===== src/serial_port_pkg.sv =====
package serial_port_pkg;
   // Mode encodings, as the two mode select bits read high then low
   localparam logic [1:0] MODE_SHIFT = 2'h0;
   localparam logic [1:0] MODE_ASYNC8 = 2'h1;
   localparam logic [1:0] MODE_FIXED9 = 2'h2;
   localparam logic [1:0] MODE_VAR9 = 2'h3;
   // Oscillator periods per bit
   localparam int SHIFT_DIV = 12;
   localparam int FIXED_DIV_FAST = 32;
   localparam int FIXED_DIV_SLOW = 64;
   // Variable-rate modes take sixteen timer overflows per bit
   localparam int OVF_PER_BIT = 16;
   localparam int SAMPLE_POINT = 8;
   localparam logic [7:0] DATA_RESET = 8'h00;
   localparam logic [3:0] TX_FRAME8 = 4'hA;
   localparam logic [3:0] TX_FRAME9 = 4'hB;
   typedef enum logic [1:0] {TX_IDLE, TX_SEND} tx_state_t;
   typedef enum logic [1:0] {RX_IDLE, RX_SHIFT, RX_FRAME} rx_state_t;
   typedef struct packed {
      logic [1:0] mode;
      logic multiprocessor_filter;
      logic receive_enable;
      logic transmit_ninth_bit;
      logic double_rate;
      logic receive_clock_select;
      logic transmit_clock_select;
   } serial_config_t;
   typedef struct packed {
      logic received_ninth_bit;
      logic transmit_done_flag;
      logic receive_done_flag;
   } serial_status_t;
endpackage


===== src/four_mode_serial_port.sv =====
`timescale 1ns/100ps
// Overview of operation
// - Transmit and receive run independently, concurrently, except in shift mode, where receive waits for transmit and a write during shift receive is dropped.
// - Receiver shifts while previous byte waits.
// - Unread byte overwritten; one byte lost.
// - Write loads transmitter, read returns receive holding.
// - Shift mode: data on RXD, clock on TXD.
// - Shift mode: eight bits LSB first, osc/12.
// - Async 8-bit: start, eight data, stop.
// - Async 8-bit stores stop bit in ninth.
// - 9-bit: start, eight data, ninth, stop.
// - Transmitted ninth bit comes from control flag.
// - Received ninth bit stored; stop ignored.
// - Fixed 9-bit rate osc/32 or osc/64.
// - Variable 9-bit same as fixed except rate.
// - Shift receive starts when done clear, enabled.
// - Async receive starts on start bit, enabled.
// - With filter, 9-bit done only if ninth set.
// - Filter ignored in shift mode.
// - Async 8-bit with filter needs valid stop.
// - Control holds mode, transmit ninth bit; status holds received ninth bit, done flags.
// - Receive clock from timer2 or timer1 overflow.
// - Transmit clock from timer1 or timer2 overflow.
module four_mode_serial_port (
   input wire logic CORE_CLK,
   input wire logic SYS_RST,
   input wire serial_port_pkg::serial_config_t CONFIG,
   input wire logic [7:0] WRITE_DATA,
   input wire logic WRITE_STROBE,
   input wire logic CLEAR_TRANSMIT_DONE,
   input wire logic CLEAR_RECEIVE_DONE,
   input wire logic TIMER1_OVERFLOW,
   input wire logic TIMER2_OVERFLOW,
   input wire logic RXD_IN,
   output logic RXD_OUT,
   output logic RXD_OE_N,
   output logic TXD,
   output logic [7:0] READ_DATA,
   output serial_port_pkg::serial_status_t STATUS
);
   logic rxd_meta, rxd_sync, rxd_prev;
   always_ff @(posedge CORE_CLK or posedge SYS_RST)
   begin
      if (SYS_RST)
      begin
         rxd_meta <= 1'b1;
         rxd_sync <= 1'b1;
         rxd_prev <= 1'b1;
      end
      else
      begin
         rxd_meta <= RXD_IN;
         rxd_sync <= rxd_meta;
         rxd_prev <= rxd_sync;
      end
   end

   // Bit-rate ticks; async modes run 16 ticks per bit so the receiver can sample mid-bit
   logic [5:0] div_cnt, next_div_cnt;
   logic tick_shift, tick_fixed;
   logic [3:0] shift_cnt, next_shift_cnt;
   always_comb
   begin
      next_div_cnt = div_cnt + 6'h01;
      tick_fixed = 1'b0;
      if ((CONFIG.double_rate && div_cnt == 6'(serial_port_pkg::FIXED_DIV_FAST / 16 - 1))
          || div_cnt == 6'(serial_port_pkg::FIXED_DIV_SLOW / 16 - 1))
      begin
         next_div_cnt = 6'h00;
         tick_fixed = 1'b1;
      end
      next_shift_cnt = shift_cnt + 4'h1;
      tick_shift = 1'b0;
      // Two ticks per shift bit, one for each half of the shift clock
      if (shift_cnt == 4'(serial_port_pkg::SHIFT_DIV / 2 - 1))
      begin
         next_shift_cnt = 4'h0;
         tick_shift = 1'b1;
      end
   end
   always_ff @(posedge CORE_CLK or posedge SYS_RST)
   begin
      if (SYS_RST)
      begin
         div_cnt <= 6'h00;
         shift_cnt <= 4'h0;
      end
      else
      begin
         div_cnt <= next_div_cnt;
         shift_cnt <= next_shift_cnt;
      end
   end

   logic tx_tick, rx_tick;
   logic is_shift;
   always_comb
   begin
      is_shift = CONFIG.mode == serial_port_pkg::MODE_SHIFT;
      unique case (CONFIG.mode)
         serial_port_pkg::MODE_SHIFT:
         begin
            tx_tick = tick_shift;
            rx_tick = tick_shift;
         end
         serial_port_pkg::MODE_FIXED9:
         begin
            tx_tick = tick_fixed;
            rx_tick = tick_fixed;
         end
         default:
         begin
            tx_tick = CONFIG.transmit_clock_select ? TIMER2_OVERFLOW : TIMER1_OVERFLOW;
            rx_tick = CONFIG.receive_clock_select ? TIMER2_OVERFLOW : TIMER1_OVERFLOW;
         end
      endcase
   end

   // Transmitter, independent of the receiver except for the shared TXD clock pin in shift mode
   serial_port_pkg::tx_state_t tx_state, next_tx_state;
   // Receiver state is visible here because the shift receiver owns the clock pin while it runs
   serial_port_pkg::rx_state_t rx_state, next_rx_state;
   logic rx_half, next_rx_half;
   logic [9:0] tx_shreg, next_tx_shreg;
   logic [3:0] tx_bits, next_tx_bits;
   logic [3:0] tx_sub, next_tx_sub;
   logic tx_half, next_tx_half;
   logic next_txd, next_rxd_out, next_rxd_oe_n;
   logic tx_done, next_tx_done, tx_done_set;
   logic tx_bit_end;
   always_comb
   begin
      next_tx_state = tx_state;
      next_tx_shreg = tx_shreg;
      next_tx_bits = tx_bits;
      next_tx_sub = tx_sub;
      next_tx_half = tx_half;
      next_txd = TXD;
      next_rxd_out = RXD_OUT;
      next_rxd_oe_n = RXD_OE_N;
      tx_done_set = 1'b0;
      tx_bit_end = tx_tick && (is_shift || tx_sub == 4'(serial_port_pkg::OVF_PER_BIT - 1));
      unique case (tx_state)
         serial_port_pkg::TX_IDLE:
         begin
            if (rx_state != serial_port_pkg::RX_SHIFT)
               next_txd = 1'b1;
            if (WRITE_STROBE && rx_state != serial_port_pkg::RX_SHIFT)
            begin
               next_tx_state = serial_port_pkg::TX_SEND;
               next_tx_sub = 4'h0;
               next_tx_half = 1'b0;
               if (is_shift)
               begin
                  next_tx_shreg = {2'b11, WRITE_DATA};
                  next_tx_bits = 4'h8;
                  next_rxd_oe_n = 1'b0;
                  next_rxd_out = WRITE_DATA[0];
               end
               else if (CONFIG.mode == serial_port_pkg::MODE_ASYNC8)
               begin
                  next_tx_shreg = {2'b11, WRITE_DATA};
                  next_tx_bits = serial_port_pkg::TX_FRAME8;
                  next_txd = 1'b0;
               end
               else
               begin
                  next_tx_shreg = {1'b1, CONFIG.transmit_ninth_bit, WRITE_DATA};
                  next_tx_bits = serial_port_pkg::TX_FRAME9;
                  next_txd = 1'b0;
               end
            end
         end
         serial_port_pkg::TX_SEND:
         begin
            if (is_shift)
            begin
               // Clock low in the first half of each bit, data shifts on the rising edge
               if (tx_tick)
               begin
                  next_tx_half = ~tx_half;
                  next_txd = tx_half;
                  if (tx_half)
                  begin
                     next_tx_shreg = {1'b1, tx_shreg[9:1]};
                     next_rxd_out = tx_shreg[1];
                     next_tx_bits = tx_bits - 4'h1;
                     if (tx_bits == 4'h1)
                     begin
                        next_tx_state = serial_port_pkg::TX_IDLE;
                        next_rxd_oe_n = 1'b1;
                        next_txd = 1'b1;
                        tx_done_set = 1'b1;
                     end
                  end
               end
            end
            else
            begin
               if (tx_tick)
                  next_tx_sub = tx_sub + 4'h1;
               if (tx_bit_end)
               begin
                  next_tx_bits = tx_bits - 4'h1;
                  next_txd = tx_shreg[0];
                  next_tx_shreg = {1'b1, tx_shreg[9:1]};
                  if (tx_bits == 4'h1)
                  begin
                     next_tx_state = serial_port_pkg::TX_IDLE;
                     next_txd = 1'b1;
                     tx_done_set = 1'b1;
                  end
               end
            end
         end
         default:
            next_tx_state = serial_port_pkg::TX_IDLE;
      endcase
      if (rx_state == serial_port_pkg::RX_SHIFT && rx_tick)
         next_txd = rx_half;
      next_tx_done = tx_done_set | (tx_done & ~CLEAR_TRANSMIT_DONE);
   end
   always_ff @(posedge CORE_CLK or posedge SYS_RST)
   begin
      if (SYS_RST)
      begin
         tx_state <= serial_port_pkg::TX_IDLE;
         tx_shreg <= 10'h3FF;
         tx_bits <= 4'h0;
         tx_sub <= 4'h0;
         tx_half <= 1'b0;
         TXD <= 1'b1;
         RXD_OUT <= 1'b1;
         RXD_OE_N <= 1'b1;
         tx_done <= 1'b0;
      end
      else
      begin
         tx_state <= next_tx_state;
         tx_shreg <= next_tx_shreg;
         tx_bits <= next_tx_bits;
         tx_sub <= next_tx_sub;
         tx_half <= next_tx_half;
         TXD <= next_txd;
         RXD_OUT <= next_rxd_out;
         RXD_OE_N <= next_rxd_oe_n;
         tx_done <= next_tx_done;
      end
   end

   // Receiver; holding register is loaded only at frame end, so shifting overlaps an unread byte
   logic [8:0] rx_shreg, next_rx_shreg;
   logic [3:0] rx_bits, next_rx_bits;
   logic [3:0] rx_sub, next_rx_sub;
   logic [7:0] rx_hold, next_rx_hold;
   logic ninth_rx, next_ninth_rx;
   logic rx_done, next_rx_done, rx_done_set;
   logic sample, frame_len9;
   always_comb
   begin
      next_rx_state = rx_state;
      next_rx_shreg = rx_shreg;
      next_rx_bits = rx_bits;
      next_rx_sub = rx_sub;
      next_rx_hold = rx_hold;
      next_rx_half = rx_half;
      next_ninth_rx = ninth_rx;
      rx_done_set = 1'b0;
      frame_len9 = CONFIG.mode[1];
      sample = rx_tick && rx_sub == 4'(serial_port_pkg::SAMPLE_POINT - 1);
      unique case (rx_state)
         serial_port_pkg::RX_IDLE:
         begin
            if (is_shift && CONFIG.receive_enable && !rx_done && tx_state == serial_port_pkg::TX_IDLE
                && !WRITE_STROBE)
            begin
               next_rx_state = serial_port_pkg::RX_SHIFT;
               next_rx_half = 1'b0;
               next_rx_bits = 4'h8;
               next_rx_sub = 4'h0;
            end
            else if (!is_shift && CONFIG.receive_enable && rxd_prev && !rxd_sync)
            begin
               next_rx_state = serial_port_pkg::RX_FRAME;
               next_rx_bits = frame_len9 ? serial_port_pkg::TX_FRAME9 : serial_port_pkg::TX_FRAME8;
               next_rx_sub = 4'h0;
            end
         end
         serial_port_pkg::RX_SHIFT:
         begin
            // Shift clock toggles each tick; RXD is sampled at its rising edge, LSB first
            if (rx_tick)
            begin
               next_rx_half = ~rx_half;
               if (rx_half)
               begin
                  next_rx_shreg = {rxd_sync, rx_shreg[8:1]};
                  next_rx_bits = rx_bits - 4'h1;
                  if (rx_bits == 4'h1)
                  begin
                     next_rx_state = serial_port_pkg::RX_IDLE;
                     next_rx_hold = {rxd_sync, rx_shreg[8:2]};
                     rx_done_set = 1'b1;
                  end
               end
            end
         end
         serial_port_pkg::RX_FRAME:
         begin
            if (rx_tick)
               next_rx_sub = rx_sub + 4'h1;
            if (sample)
            begin
               next_rx_bits = rx_bits - 4'h1;
               if (rx_bits == (frame_len9 ? serial_port_pkg::TX_FRAME9 : serial_port_pkg::TX_FRAME8)
                   && rxd_sync)
                  next_rx_state = serial_port_pkg::RX_IDLE; // False start glitch
               else if (rx_bits == 4'h1)
               begin
                  next_rx_state = serial_port_pkg::RX_IDLE;
                  if (frame_len9)
                  begin
                     // Stop bit ignored; ninth bit in rx_shreg[8]
                     if (!CONFIG.multiprocessor_filter || rx_shreg[8])
                     begin
                        next_rx_hold = rx_shreg[7:0];
                        next_ninth_rx = rx_shreg[8];
                        rx_done_set = 1'b1;
                     end
                  end
                  else if (!CONFIG.multiprocessor_filter || rxd_sync)
                  begin
                     next_rx_hold = rx_shreg[8:1];
                     next_ninth_rx = rxd_sync;
                     rx_done_set = 1'b1;
                  end
               end
               else if (rx_bits != (frame_len9 ? serial_port_pkg::TX_FRAME9 : serial_port_pkg::TX_FRAME8))
                  next_rx_shreg = {rxd_sync, rx_shreg[8:1]};
            end
         end
         default:
            next_rx_state = serial_port_pkg::RX_IDLE;
      endcase
      next_rx_done = rx_done_set | (rx_done & ~CLEAR_RECEIVE_DONE);
   end
   always_ff @(posedge CORE_CLK or posedge SYS_RST)
   begin
      if (SYS_RST)
      begin
         rx_state <= serial_port_pkg::RX_IDLE;
         rx_shreg <= 9'h000;
         rx_bits <= 4'h0;
         rx_sub <= 4'h0;
         rx_hold <= serial_port_pkg::DATA_RESET;
         ninth_rx <= 1'b0;
         rx_done <= 1'b0;
         rx_half <= 1'b0;
      end
      else
      begin
         rx_state <= next_rx_state;
         rx_shreg <= next_rx_shreg;
         rx_bits <= next_rx_bits;
         rx_sub <= next_rx_sub;
         rx_hold <= next_rx_hold;
         ninth_rx <= next_ninth_rx;
         rx_done <= next_rx_done;
         rx_half <= next_rx_half;
      end
   end

   always_comb
   begin
      READ_DATA = rx_hold;
      STATUS = '{received_ninth_bit: ninth_rx, transmit_done_flag: tx_done, receive_done_flag: rx_done};
   end
endmodule // four_mode_serial_port


===== config.mk =====
export PLATFORM = sky130hd
export DESIGN_NAME = four_mode_serial_port
export DESIGN_NICKNAME = d
export VERILOG_FILES = /design/src/serial_port_pkg.sv /design/src/four_mode_serial_port.sv
export SDC_FILE = /design/constraint.sdc
export NUM_CORES = 1
export LEC_CHECK = 0
export BUFFER_PORTS_ARGS = -buffer_cell sky130_fd_sc_hd__buf_2
export CELL_PAD_IN_SITES_DETAIL_PLACEMENT = 0
export CELL_PAD_IN_SITES_GLOBAL_PLACEMENT = 1
export CORE_MARGIN = 2
export CORE_UTILIZATION = 42
export DETAILED_ROUTE_END_ITERATION = 7
export PLACE_DENSITY_LB_ADDON = 0.1
export RECOVER_POWER = 25
export SLEW_MARGIN = 10
export SYNTH_ARGS = -nofsm -noshare
export SYNTH_HDL_FRONTEND = slang
export SYNTH_SLANG_ARGS = --single-unit

===== constraint.sdc =====
create_clock -name CORE_CLK -period 2.64 [get_ports CORE_CLK]
set_clock_uncertainty 0.1 [all_clocks]
set_input_delay 0.132 -clock CORE_CLK [delete_from_list [all_inputs] [get_ports CORE_CLK]]
set_output_delay 0.132 -clock CORE_CLK [all_outputs]
set_load 0.005 [all_outputs]

* After elaboration in Yosys (flattened, before gate mapping)
Index checks and enable logic that the tools add are counted.
** Operators by class
- Add/subtract/negate cells :: 6
- Mux-type cells :: 120
- Equal/unequal tests :: 41
- Bitwise operators :: 9
- Reductions and logical operators :: 46
** Operator list (count)
- 8-bit 2-to-1 mux :: 9
- 9-bit 2-to-1 mux :: 8
- 4-bit 2-to-1 mux :: 17
- 10-bit 2-to-1 mux :: 5
- 1-bit 2-to-1 mux :: 49
- 2-bit inequality test, second input constant :: 16
- 2-bit 2-to-1 mux :: 14
- 4-bit case mux with 2 select lines :: 3
- 10-bit case mux with 2 select lines :: 1
- 3-bit inequality test, second input constant :: 6
- 9-bit case mux with 2 select lines :: 1
- 1-bit case mux with 2 select lines :: 8
- 8-bit case mux with 2 select lines :: 1
- 4-bit AND reduction :: 4
- 7-bit AND reduction :: 2
- 1-bit logical AND :: 13
- 4-bit by 1-bit adder with 4-bit output, second input constant :: 3
- 4-bit case mux with 3 select lines :: 1
- 6-bit AND reduction :: 2
- 5-bit AND reduction :: 2
- 2-bit nonzero test :: 5
- 3-bit AND reduction :: 3
- 9-bit AND reduction :: 1
- 4-bit by 1-bit equality test with 1-bit output, second input constant :: 2
- other kinds (22) :: 46
** Storage, ports and cells
- Word-level logic and storage cells :: 244
- Input port bits :: 24
- Register bits after elaboration :: 68

* Longest topological paths before layout
Gate-level depths: netlist (run 1).
- Depth in word-level cells :: 10
- Gate-level depth with buffers :: 9
- Depth with buffers taken out :: 8

* Worst setup path after synthesis (run 1)
No wires, ideal clock.
- Path kind :: flip-flop to flip-flop
- Start point :: reg div_cnt[2]
- End point :: reg rx_shreg[0]
- Arrival time :: 2.358 ns
- Required time :: 2.415 ns
- Library setup time :: 0.125 ns
- Cell stages (with the launch flop) :: 7
- Path slack :: 0.058 ns
- Cell sequence :: dfrtp_1 or4_4 nor2_4 a21oi_2 or4_4 a21oi_4 mux2_2
** Between the ends
- Word-level cells in the longest chain between the ends :: 8
- Elaborated cells on any way between the ends :: 10
** RTL lines
- start: declaration :: RTL line four_mode_serial_port.sv:59 : logic [5:0] div_cnt, next_div_cnt;
- start signal: assignment :: RTL line four_mode_serial_port.sv:90 : div_cnt <= next_div_cnt;
- 6-bit by 1-bit equality test with 1-bit output :: RTL line four_mode_serial_port.sv:66 : if ((CONFIG.double_rate && div_cnt == 6'(serial_port_pkg::FIXED_DIV_FAST / 16 - 1))
- 1-bit logical AND :: RTL line four_mode_serial_port.sv:66
- 1-bit logical OR (*) :: RTL line four_mode_serial_port.sv:67 : || div_cnt == 6'(serial_port_pkg::FIXED_DIV_SLOW / 16 - 1))
- 1-bit 2-to-1 mux (*) :: RTL line four_mode_serial_port.sv:66
- 1-bit case mux with 2 select lines (*) :: RTL line four_mode_serial_port.sv:100 : unique case (CONFIG.mode)
- 1-bit logical AND :: RTL line four_mode_serial_port.sv:270 : sample = rx_tick && rx_sub == 4'(serial_port_pkg::SAMPLE_POINT - 1);
- 2-bit inequality test (no line)
- 7-bit AND reduction (no line) (*)
- end signal: assignment :: RTL line four_mode_serial_port.sv:363 : rx_shreg <= next_rx_shreg;
- end: declaration :: RTL line four_mode_serial_port.sv:252 : logic [8:0] rx_shreg, next_rx_shreg;
Every way passes the cells marked *; elsewhere a longest branch is shown, timed or not.
A chain may end at the register's enable or synchronous reset.

* Final worst setup path (run 1)
- Start point :: reg div_cnt[2]
- End point :: reg rx_shreg[4]
The elaborated chain is that of the path after synthesis.

==> results of run 1 <==
## worst reg2reg max path, delay by kind of cell (launching register included)
family / cells / cell delay (ns)
AOI/OAI and AO/OA: 2 / 0.25
buffers and inverters: 1 / 0.14
DFF: 1 / 0.38
muxes: 1 / 0.33
and+or+nand+nor: 3 / 1.27
## routing by layer
metal / global-route usage, % / up-vias / part of all wire [%] / wire length, um
met5: 0 / - / 0 / 0
met4: 5.36 / 0 / 1.0 / 79
met3: 4.07 / 9 / 4.0 / 313
met2: 31.2 / 47 / 48 / 3770
met1: 23.9 / 1344 / 47 / 3670
li1: - / 1379 / - / -
## through the flow
stage	hold slack [ns]	instance area (um2)
2_1_floorplan	0.0365	3560
3_3_place_gp	0.0527	3980
3_5_place_dp	0.0548	3980
4_1_cts	0.0735	4300
5_1_grt	0.0924	4320
6_report	0.0862	4320
## how the worst min path moves through the flow
stage / from / to / slack (ns) / depth (start not counted)
after floorplan: RXD_IN / rxd_meta$_DFF_PP1_ / 0.04 / 0
after global placement: SYS_RST / READ_DATA[4]$_DFFE_PP0P_ / 0.05 / 2
after detailed placement: SYS_RST / READ_DATA[3]$_DFFE_PP0P_ / 0.05 / 2
after CTS: WRITE_DATA[0] / tx_shreg[0]$_DFFE_PP1P_ / 0.07 / 3
after global routing: WRITE_DATA[0] / tx_shreg[0]$_DFFE_PP1P_ / 0.09 / 3
final: WRITE_DATA[0] / tx_shreg[0]$_DFFE_PP1P_ / 0.09 / 3
## final cells by class
cell class                      count  area, um2
Fill cell                         760       3890
Inverter                           16       60.1
Clock inverter                      5       52.6
Tap cell                          105        131
Clock buffer                       11        151
Timing Repair Buffer               72        488
Multi-Input combinational cell    249       1770
Sequential cell                    66       1670
## power groups by stage
stage	combinational (mW)	clock [mW]	sequential (mW)
after floorplan	0.783	0	1.41
after global placement	1.01	0	1.45
after detailed placement	1.04	0	1.45
after CTS	1.05	0.906	1.44
after global routing	1.20	0.943	1.47
final	1.04	0.876	1.44
## cell usage in the layout (no fill, tap or decap), types with 2 or more instances in the layout
| cell | n |
|---|---|
| sky130_fd_sc_hd__o211ai_1 | 3 |
| sky130_fd_sc_hd__buf_4 | 18 |
| sky130_fd_sc_hd__a41oi_1 | 2 |
| sky130_fd_sc_hd__and2_1 | 3 |
| sky130_fd_sc_hd__inv_1 | 16 |
| sky130_fd_sc_hd__dfrtp_1 | 51 |
| sky130_fd_sc_hd__nor2b_1 | 4 |
| sky130_fd_sc_hd__o211a_1 | 2 |
| sky130_fd_sc_hd__nand4_1 | 2 |
| sky130_fd_sc_hd__nand2_1 | 25 |
| sky130_fd_sc_hd__a31oi_1 | 4 |
| sky130_fd_sc_hd__nor3_1 | 6 |
| sky130_fd_sc_hd__or2_2 | 2 |
| sky130_fd_sc_hd__o21ai_0 | 22 |
| sky130_fd_sc_hd__buf_12 | 2 |
| sky130_fd_sc_hd__a22o_1 | 7 |
| sky130_fd_sc_hd__o31ai_1 | 2 |
| sky130_fd_sc_hd__ha_1 | 12 |
| sky130_fd_sc_hd__a21oi_1 | 27 |
| sky130_fd_sc_hd__xor2_1 | 4 |
| sky130_fd_sc_hd__clkinv_2 | 3 |
| sky130_fd_sc_hd__nor3b_1 | 4 |
| sky130_fd_sc_hd__mux2i_1 | 18 |
| sky130_fd_sc_hd__o22ai_1 | 3 |
| sky130_fd_sc_hd__buf_2 | 34 |
| sky130_fd_sc_hd__nor2_1 | 31 |
| sky130_fd_sc_hd__nand3_1 | 7 |
| sky130_fd_sc_hd__nand2b_1 | 3 |
| sky130_fd_sc_hd__xnor2_1 | 4 |
| sky130_fd_sc_hd__a221oi_1 | 2 |
| sky130_fd_sc_hd__dlygate4sd3_1 | 12 |
| sky130_fd_sc_hd__or4_4 | 2 |
| sky130_fd_sc_hd__dfstp_2 | 14 |
| sky130_fd_sc_hd__clkbuf_8 | 11 |
| sky130_fd_sc_hd__clkbuf_1 | 6 |
| sky130_fd_sc_hd__mux2_2 | 23 |
| sky130_fd_sc_hd__a21o_1 | 3 |
## state kept, by name (all words and copies together) (netlist names), 2 cells and up
register,count
rx_shreg,9
div_cnt,6
rx_state,2
tx_bits,4
shift_cnt,4
tx_shreg,9
READ_DATA,8
tx_sub,4
rx_sub,4
rx_bits,4
## kinds of logic after synthesis
kind of cell,synth area share [%]
buf+inv,3.90
compound gates,17.3
simple gates,13.4
xor+xnor,1.97
flops,46.9
fa+ha+maj,4.21
mux,12.3
## what timing repair did
item | in CTS | in global routing
setup endpoints to repair | 1 | 11
hold buffers | 12 | 0
pin swaps | 1 | 1
setup buffers | 0 | 1
resized for setup | 0 | 2
hold endpoints to repair | 29 | 0
==> run summary, run 1 <==
========================================================================================
Area growth syn-to-layout                                                          21.3%
Number of failing setup endpoints in the final timing report                           0
CP endpoint kind                                                               flip-flop
Number of remaining DRC errors                                                         0
Depth of the critical timing path with buffers and inverters included                  7
Final worst-path cycle share                                                       98.3%
Tightest Pin Transition                                                         0.749 ns
Number of buffers inserted during clock tree synthesis                                 9
Top-count cell post-synth                                                   sky130_fd_sc_hd__dfrtp_1
Total number of yosys warnings                                                         0
Crit-path most repeated cell                                                sky130_fd_sc_hd__or4_4
Part of the power in registers                                                     42.8%
Core box area                                                                   8220 um2
Cells traversed along the worst timing path                                 or4_4 -> nor2_4 -> a21oi_2 -> or4_4 -> a21oi_4 -> buf_12 -> mux2_2
Detailed router's first-iteration violation count                                    118
Worst setup path start                                                      div_cnt[2]$_DFF_PP0_
Net load switching power                                                         1.13 mW
Share of layout cells above drive strength 1                                       29.1%
Fraction of the yosys area taken by sequential cells                               46.9%
Static leakage                                                                   2.06 nW
Reg2Reg Launch Point                                                        div_cnt[2]$_DFF_PP0_
Final core utilization                                                             52.6%
Min-Delay Path Class                                                        input port to flip-flop
Setup repair after global routing missed its margin                                false
Critical setup path kind                                                    flip-flop to flip-flop
Sw frac                                                                            33.8%
Internal Pwr Total                                                               2.22 mW
CP required                                                                      2.76 ns
Termination of the worst setup path                                         rx_shreg[4]$_DFFE_PP0P_
NumNets Final                                                                        450
Htree depth                                                                            3
Number of diodes added for antenna fixing                                              0
Post-Route WL                                                                    7.84 mm
Crit path arrival time                                                           2.72 ns
Top cell family by delay on the critical path                               simple AND/OR/NAND/NOR gates
Post-route worst setup slack                                                   0.0460 ns
Average vias per placed instance                                                    5.30
Number of standard-cell rows in the floorplan                                         33
Relative slew slack                                                                50.0%
Main area contributors after synthesis                                      sky130_fd_sc_hd__dfrtp_1 (36%), sky130_fd_sc_hd__dfstp_2 (11%), sky130_fd_sc_hd__mux2_2 (7.3%)
Overall power                                                                    3.36 mW
Number of flip-flops and latches in the synthesized netlist                           66
Combinational cell fraction of total power                                         31.1%
Die W                                                                            96.1 um
Total of buffers placed on input and output ports                                     37
Final std cells w/o fill                                                             524
Tmin final                                                                       2.59 ns
IO Pins                                                                               38
Pins Over Slew Limit                                                                   0
Average routed wire per standard cell                                            15.0 um
Gate Count Post-Synth                                                                348
Run status                                                                  finished, final reports clean
Max Buffers Root-to-Sink                                                               2
Height of the die                                                                96.1 um
Distinct cell type count after synthesis                                              55
Pwr dens                                                                      777 nW/um2
Worst-case register-to-register setup slack                                      0.05 ns
Number of buffers and inverters on the critical path                                   1
Number of nets in the synthesized netlist                                            384
Worst setup timing slack at the placement stage                                0.0278 ns
Maximum number of pins on one net before global-route repair                          28
Global-route wire length before repair                                           13.1 mm
Clk Tree Root Cell                                                          sky130_fd_sc_hd__clkbuf_8
Hold Vio Cnt, Final                                                                    0
Total half-perimeter wirelength after legalization and detailed placement        5.51 mm
Clock sink total                                                                      66
Worst setup SP type                                                            flip-flop
Top post-synthesis cells by count                                           sky130_fd_sc_hd__dfrtp_1 (51), sky130_fd_sc_hd__nor2_1 (31), sky130_fd_sc_hd__a21oi_1 (27)
Vias in the first global route                                                      2755
Post-synth top area share                                                          35.8%
Library cell occupying the most area in the post-synthesis netlist          sky130_fd_sc_hd__dfrtp_1
Die area                                                                        9240 um2
Mean instance size in the synthesized netlist                                   10.2 um2
Antenna viol nets, final                                                               0
Initial core utilization                                                           43.4%
Total vias in the final route                                                       2779
Cell at the slowest stage of the critical path                              sky130_fd_sc_hd__or4_4
Setup Total Neg Slack                                                               0 ns
All-layer global routing usage                                                     18.5%
Clock latency at the later pin of the worst-skew pair                            0.34 ns
Overflow after GRT                                                                     0
Depth of the worst register-to-register path                                           7
Maximum fanout encountered on the critical timing path                                 9
Mapped cell area                                                                3560 um2
CTS tree                                                                            done
Clock share of power                                                               26.1%
EDFF count, synth                                                                      0
Delay of the slowest critical-path stage                                         0.58 ns
Antenna violations before repair                                                       0
Fraction of registers with async set/reset                                          100%
Critical register-to-register path endpoint                                 rx_shreg[4]$_DFFE_PP0P_
Placed Cells incl. Taps                                                              495
Routability-driven placement congestion ratio                                      0.794
Upper clock frequency limit                                                    0.385 GHz
Detailed-router iteration count before antenna repair                                  4
Maximum vdd ir drop                                                             0.377 mV
Reported max-cap violation count                                                       0
Clock transition at the registers of the reported paths                          0.07 ns
Ys flop type                                                                sky130_fd_sc_hd__dfrtp_1
========================================================================================
Power figures use the tool's default switching activity.
==> run 2, diff against run 1 <==
==> constraint.sdc (replaced) <==
create_clock -name CORE_CLK -period 2.64 [get_ports CORE_CLK]
set_clock_uncertainty 0.1 [all_clocks]
set_input_delay 0.132 -clock CORE_CLK [delete_from_list [all_inputs] [get_ports CORE_CLK]]
set_output_delay 0.132 -clock CORE_CLK [all_outputs]
set_load 0.05 [all_outputs]
==> run summary, run 2 (synthesized netlist as in run 1, its figures left out) <==
========================================================================================
Worst setup SP type                                                            flip-flop
Number of failing setup endpoints in the final timing report                           0   unchanged
Tightest Pin Transition                                                         0.749 ns   +0.000147 ns
Met1 Usage GRT                                                                     23.9%   unchanged
Run status                                                                  finished, final reports clean
Combined area of the multi-input logic cells                                    1770 um2   unchanged
Global-route wire length before repair                                           13.1 mm   unchanged
Initial core utilization                                                           43.4%   unchanged
Total half-perimeter wirelength after legalization and detailed placement        5.51 mm   unchanged
NumNets Final                                                                        450   unchanged
Overflow after GRT                                                                     0   unchanged
Maximum number of pins on one net before global-route repair                          28   unchanged
Number of buffers inserted during clock tree synthesis                                 9   unchanged
Clock latency at the later pin of the worst-skew pair                            0.34 ns   about the same
Clock sink total                                                                      66   unchanged
Commonest non-fill, non-tap cell in the layout                              sky130_fd_sc_hd__dfrtp_1
All-layer global routing usage                                                     18.5%   unchanged
Critical setup path kind                                                    flip-flop to flip-flop
Sequential cell area                                                            1670 um2   unchanged
Hold Vio Cnt, Final                                                                    0   unchanged
IO Pins                                                                               38   unchanged
Crit path arrival time                                                           2.72 ns   about the same
Vias in the first global route                                                      2755   unchanged
Number of remaining DRC errors                                                         0   unchanged
Antenna violations before repair                                                       0   unchanged
Max Buffers Root-to-Sink                                                               2   unchanged
Post-Route WL                                                                    7.84 mm   about the same
Pwr dens                                                                      794 nW/um2   +2.2%
Relative slew slack                                                                50.0%   about the same
Depth of the worst register-to-register path                                           7   unchanged
Placed Cells incl. Taps                                                              495   unchanged
Min-Delay Path Class                                                        input port to flip-flop
CP endpoint kind                                                               flip-flop
Top Usage Layer GRT                                                                 met2
Final std cells w/o fill                                                             524   unchanged
Highest-count cells in the layout ignoring fill and taps                    sky130_fd_sc_hd__dfrtp_1 (51), sky130_fd_sc_hd__nor2_1 (31), sky130_fd_sc_hd__buf_2 (30), sky130_fd_sc_hd__a21oi_1 (27), sky130_fd_sc_hd__nand2_1 (25)
Antenna viol nets, final                                                               0   unchanged
Final worst-path cycle share                                                       98.3%   about the same
Maximum fanout encountered on the critical timing path                                 9   unchanged
Height of the die                                                                96.1 um   unchanged
Number of diodes added for antenna fixing                                              0   unchanged
Detailed-router iteration count before antenna repair                                  4   unchanged
Pins Over Slew Limit                                                                   0   unchanged
Total of buffers placed on input and output ports                                     37   unchanged
Core box area                                                                   8220 um2   unchanged
GR Layer Usage met3                                                                4.07%   unchanged
Tmin final                                                                       2.59 ns   +0.000405 ns
Share of layout cells above drive strength 1                                       28.2%   -0.95 points
Setup repair after global routing missed its margin                                false
Static leakage                                                                   2.04 nW   -0.86%
Number of cells on the worst hold path                                                 3   unchanged
Die W                                                                            96.1 um   unchanged
Htree depth                                                                            3   unchanged
Average routed wire per standard cell                                            15.0 um   about the same
Maximum vdd ir drop                                                             0.377 mV   about the same
CP required                                                                      2.76 ns   about the same
Die area                                                                        9240 um2   unchanged
Worst hold slack                                                               0.0862 ns   -0.0000642 ns
Detailed router's first-iteration violation count                                    118   unchanged
Setup Total Neg Slack                                                               0 ns   unchanged
Clock transition at the registers of the reported paths                          0.07 ns   about the same
CTS tree                                                                            done
Number of filler instances in the final layout                                       760   unchanged
Average vias per placed instance                                                    5.30   unchanged
Routability-driven placement congestion ratio                                      0.794   unchanged
Upper clock frequency limit                                                    0.385 GHz   about the same
Clk Tree Root Cell                                                          sky130_fd_sc_hd__clkbuf_8
Total vias in the final route                                                       2779   unchanged
Grt met2 use                                                                       31.2%   unchanged
Reported max-cap violation count                                                       0   unchanged
Number of standard-cell rows in the floorplan                                         33   unchanged
Area growth syn-to-layout                                                          21.1%
========================================================================================
## run 2: cell count changes in the layout (fill, tap and decap cells not counted), sizes merged
cell | previous run | this run
buf | 54 | 50
clkbuf | 17 | 21
## run 2: worst paths after layout
check / startpoint / to / slack, ns
max: div_cnt[2]$_DFF_PP0_ / rx_shreg[4]$_DFFE_PP0P_ / 0.05
min in group asynchronous: SYS_RST / READ_DATA[7]$_DFFE_PP0P_ / 0.36
min: WRITE_DATA[0] / tx_shreg[0]$_DFFE_PP1P_ / 0.09
max in group asynchronous: SYS_RST / tx_shreg[7]$_DFFE_PP1P_ / 1.22
max reg2reg: div_cnt[2]$_DFF_PP0_ / rx_shreg[4]$_DFFE_PP0P_ / 0.05
min reg2reg: rxd_meta$_DFF_PP1_ / rxd_sync$_DFF_PP1_ / 0.27
## run 2: area by class of cell
cell class	count	share of cell area (%)
Sequential cell	66	38.7
Multi-Input combinational cell	249	41.0
Tap cell	105	3.04
Clock buffer	11	3.51
Timing Repair Buffer	72	11.2
Inverter	16	1.39
Clock inverter	5	1.22
## run 2: metal layers
metal,vias up,share of wire [%]
li1,1379,-
met1,1346,47
met2,47,48
met3,7,3.8
met4,0,1.0
met5,-,0
## run 2: where the power goes
part	internal (mW)	switching, mW
Clock	0.483	0.393
Sequential	1.26	0.176
Combinational	0.480	0.635
Total	2.22	1.20
## run 2: metrics by stage
step | power (mW) | setup WS, ns | utilization, % | instance area, um2
6_report | 3.43 | 0.0455 | 52.6 | 4320
5_1_grt | 3.69 | 0.000129 | 52.6 | 4320
4_1_cts | 3.47 | 0.0169 | 52.4 | 4300
3_5_place_dp | 2.56 | 0.0278 | 48.4 | 3980
3_3_place_gp | 2.53 | 0.0549 | 48.4 | 3980
2_1_floorplan | 2.26 | 0.0576 | - | 3560
## run 2: what timing repair did
action                                 CTS  global route
setup endpoints to repair                1            11
pin swaps                                1             1
setup buffers                            0             1
endpoints found under the hold margin   29             0
hold buffers                            12             0
gates resized for setup                  0             2
## run 2: critical path: stages (launching register included)
cell and delay, ns:
sky130_fd_sc_hd__dfrtp_1 0.38, sky130_fd_sc_hd__or4_4 0.58, sky130_fd_sc_hd__nor2_4 0.14, sky130_fd_sc_hd__a21oi_2 0.07, sky130_fd_sc_hd__or4_4 0.55, sky130_fd_sc_hd__a21oi_4 0.18
sky130_fd_sc_hd__buf_12 0.14, sky130_fd_sc_hd__mux2_2 0.33
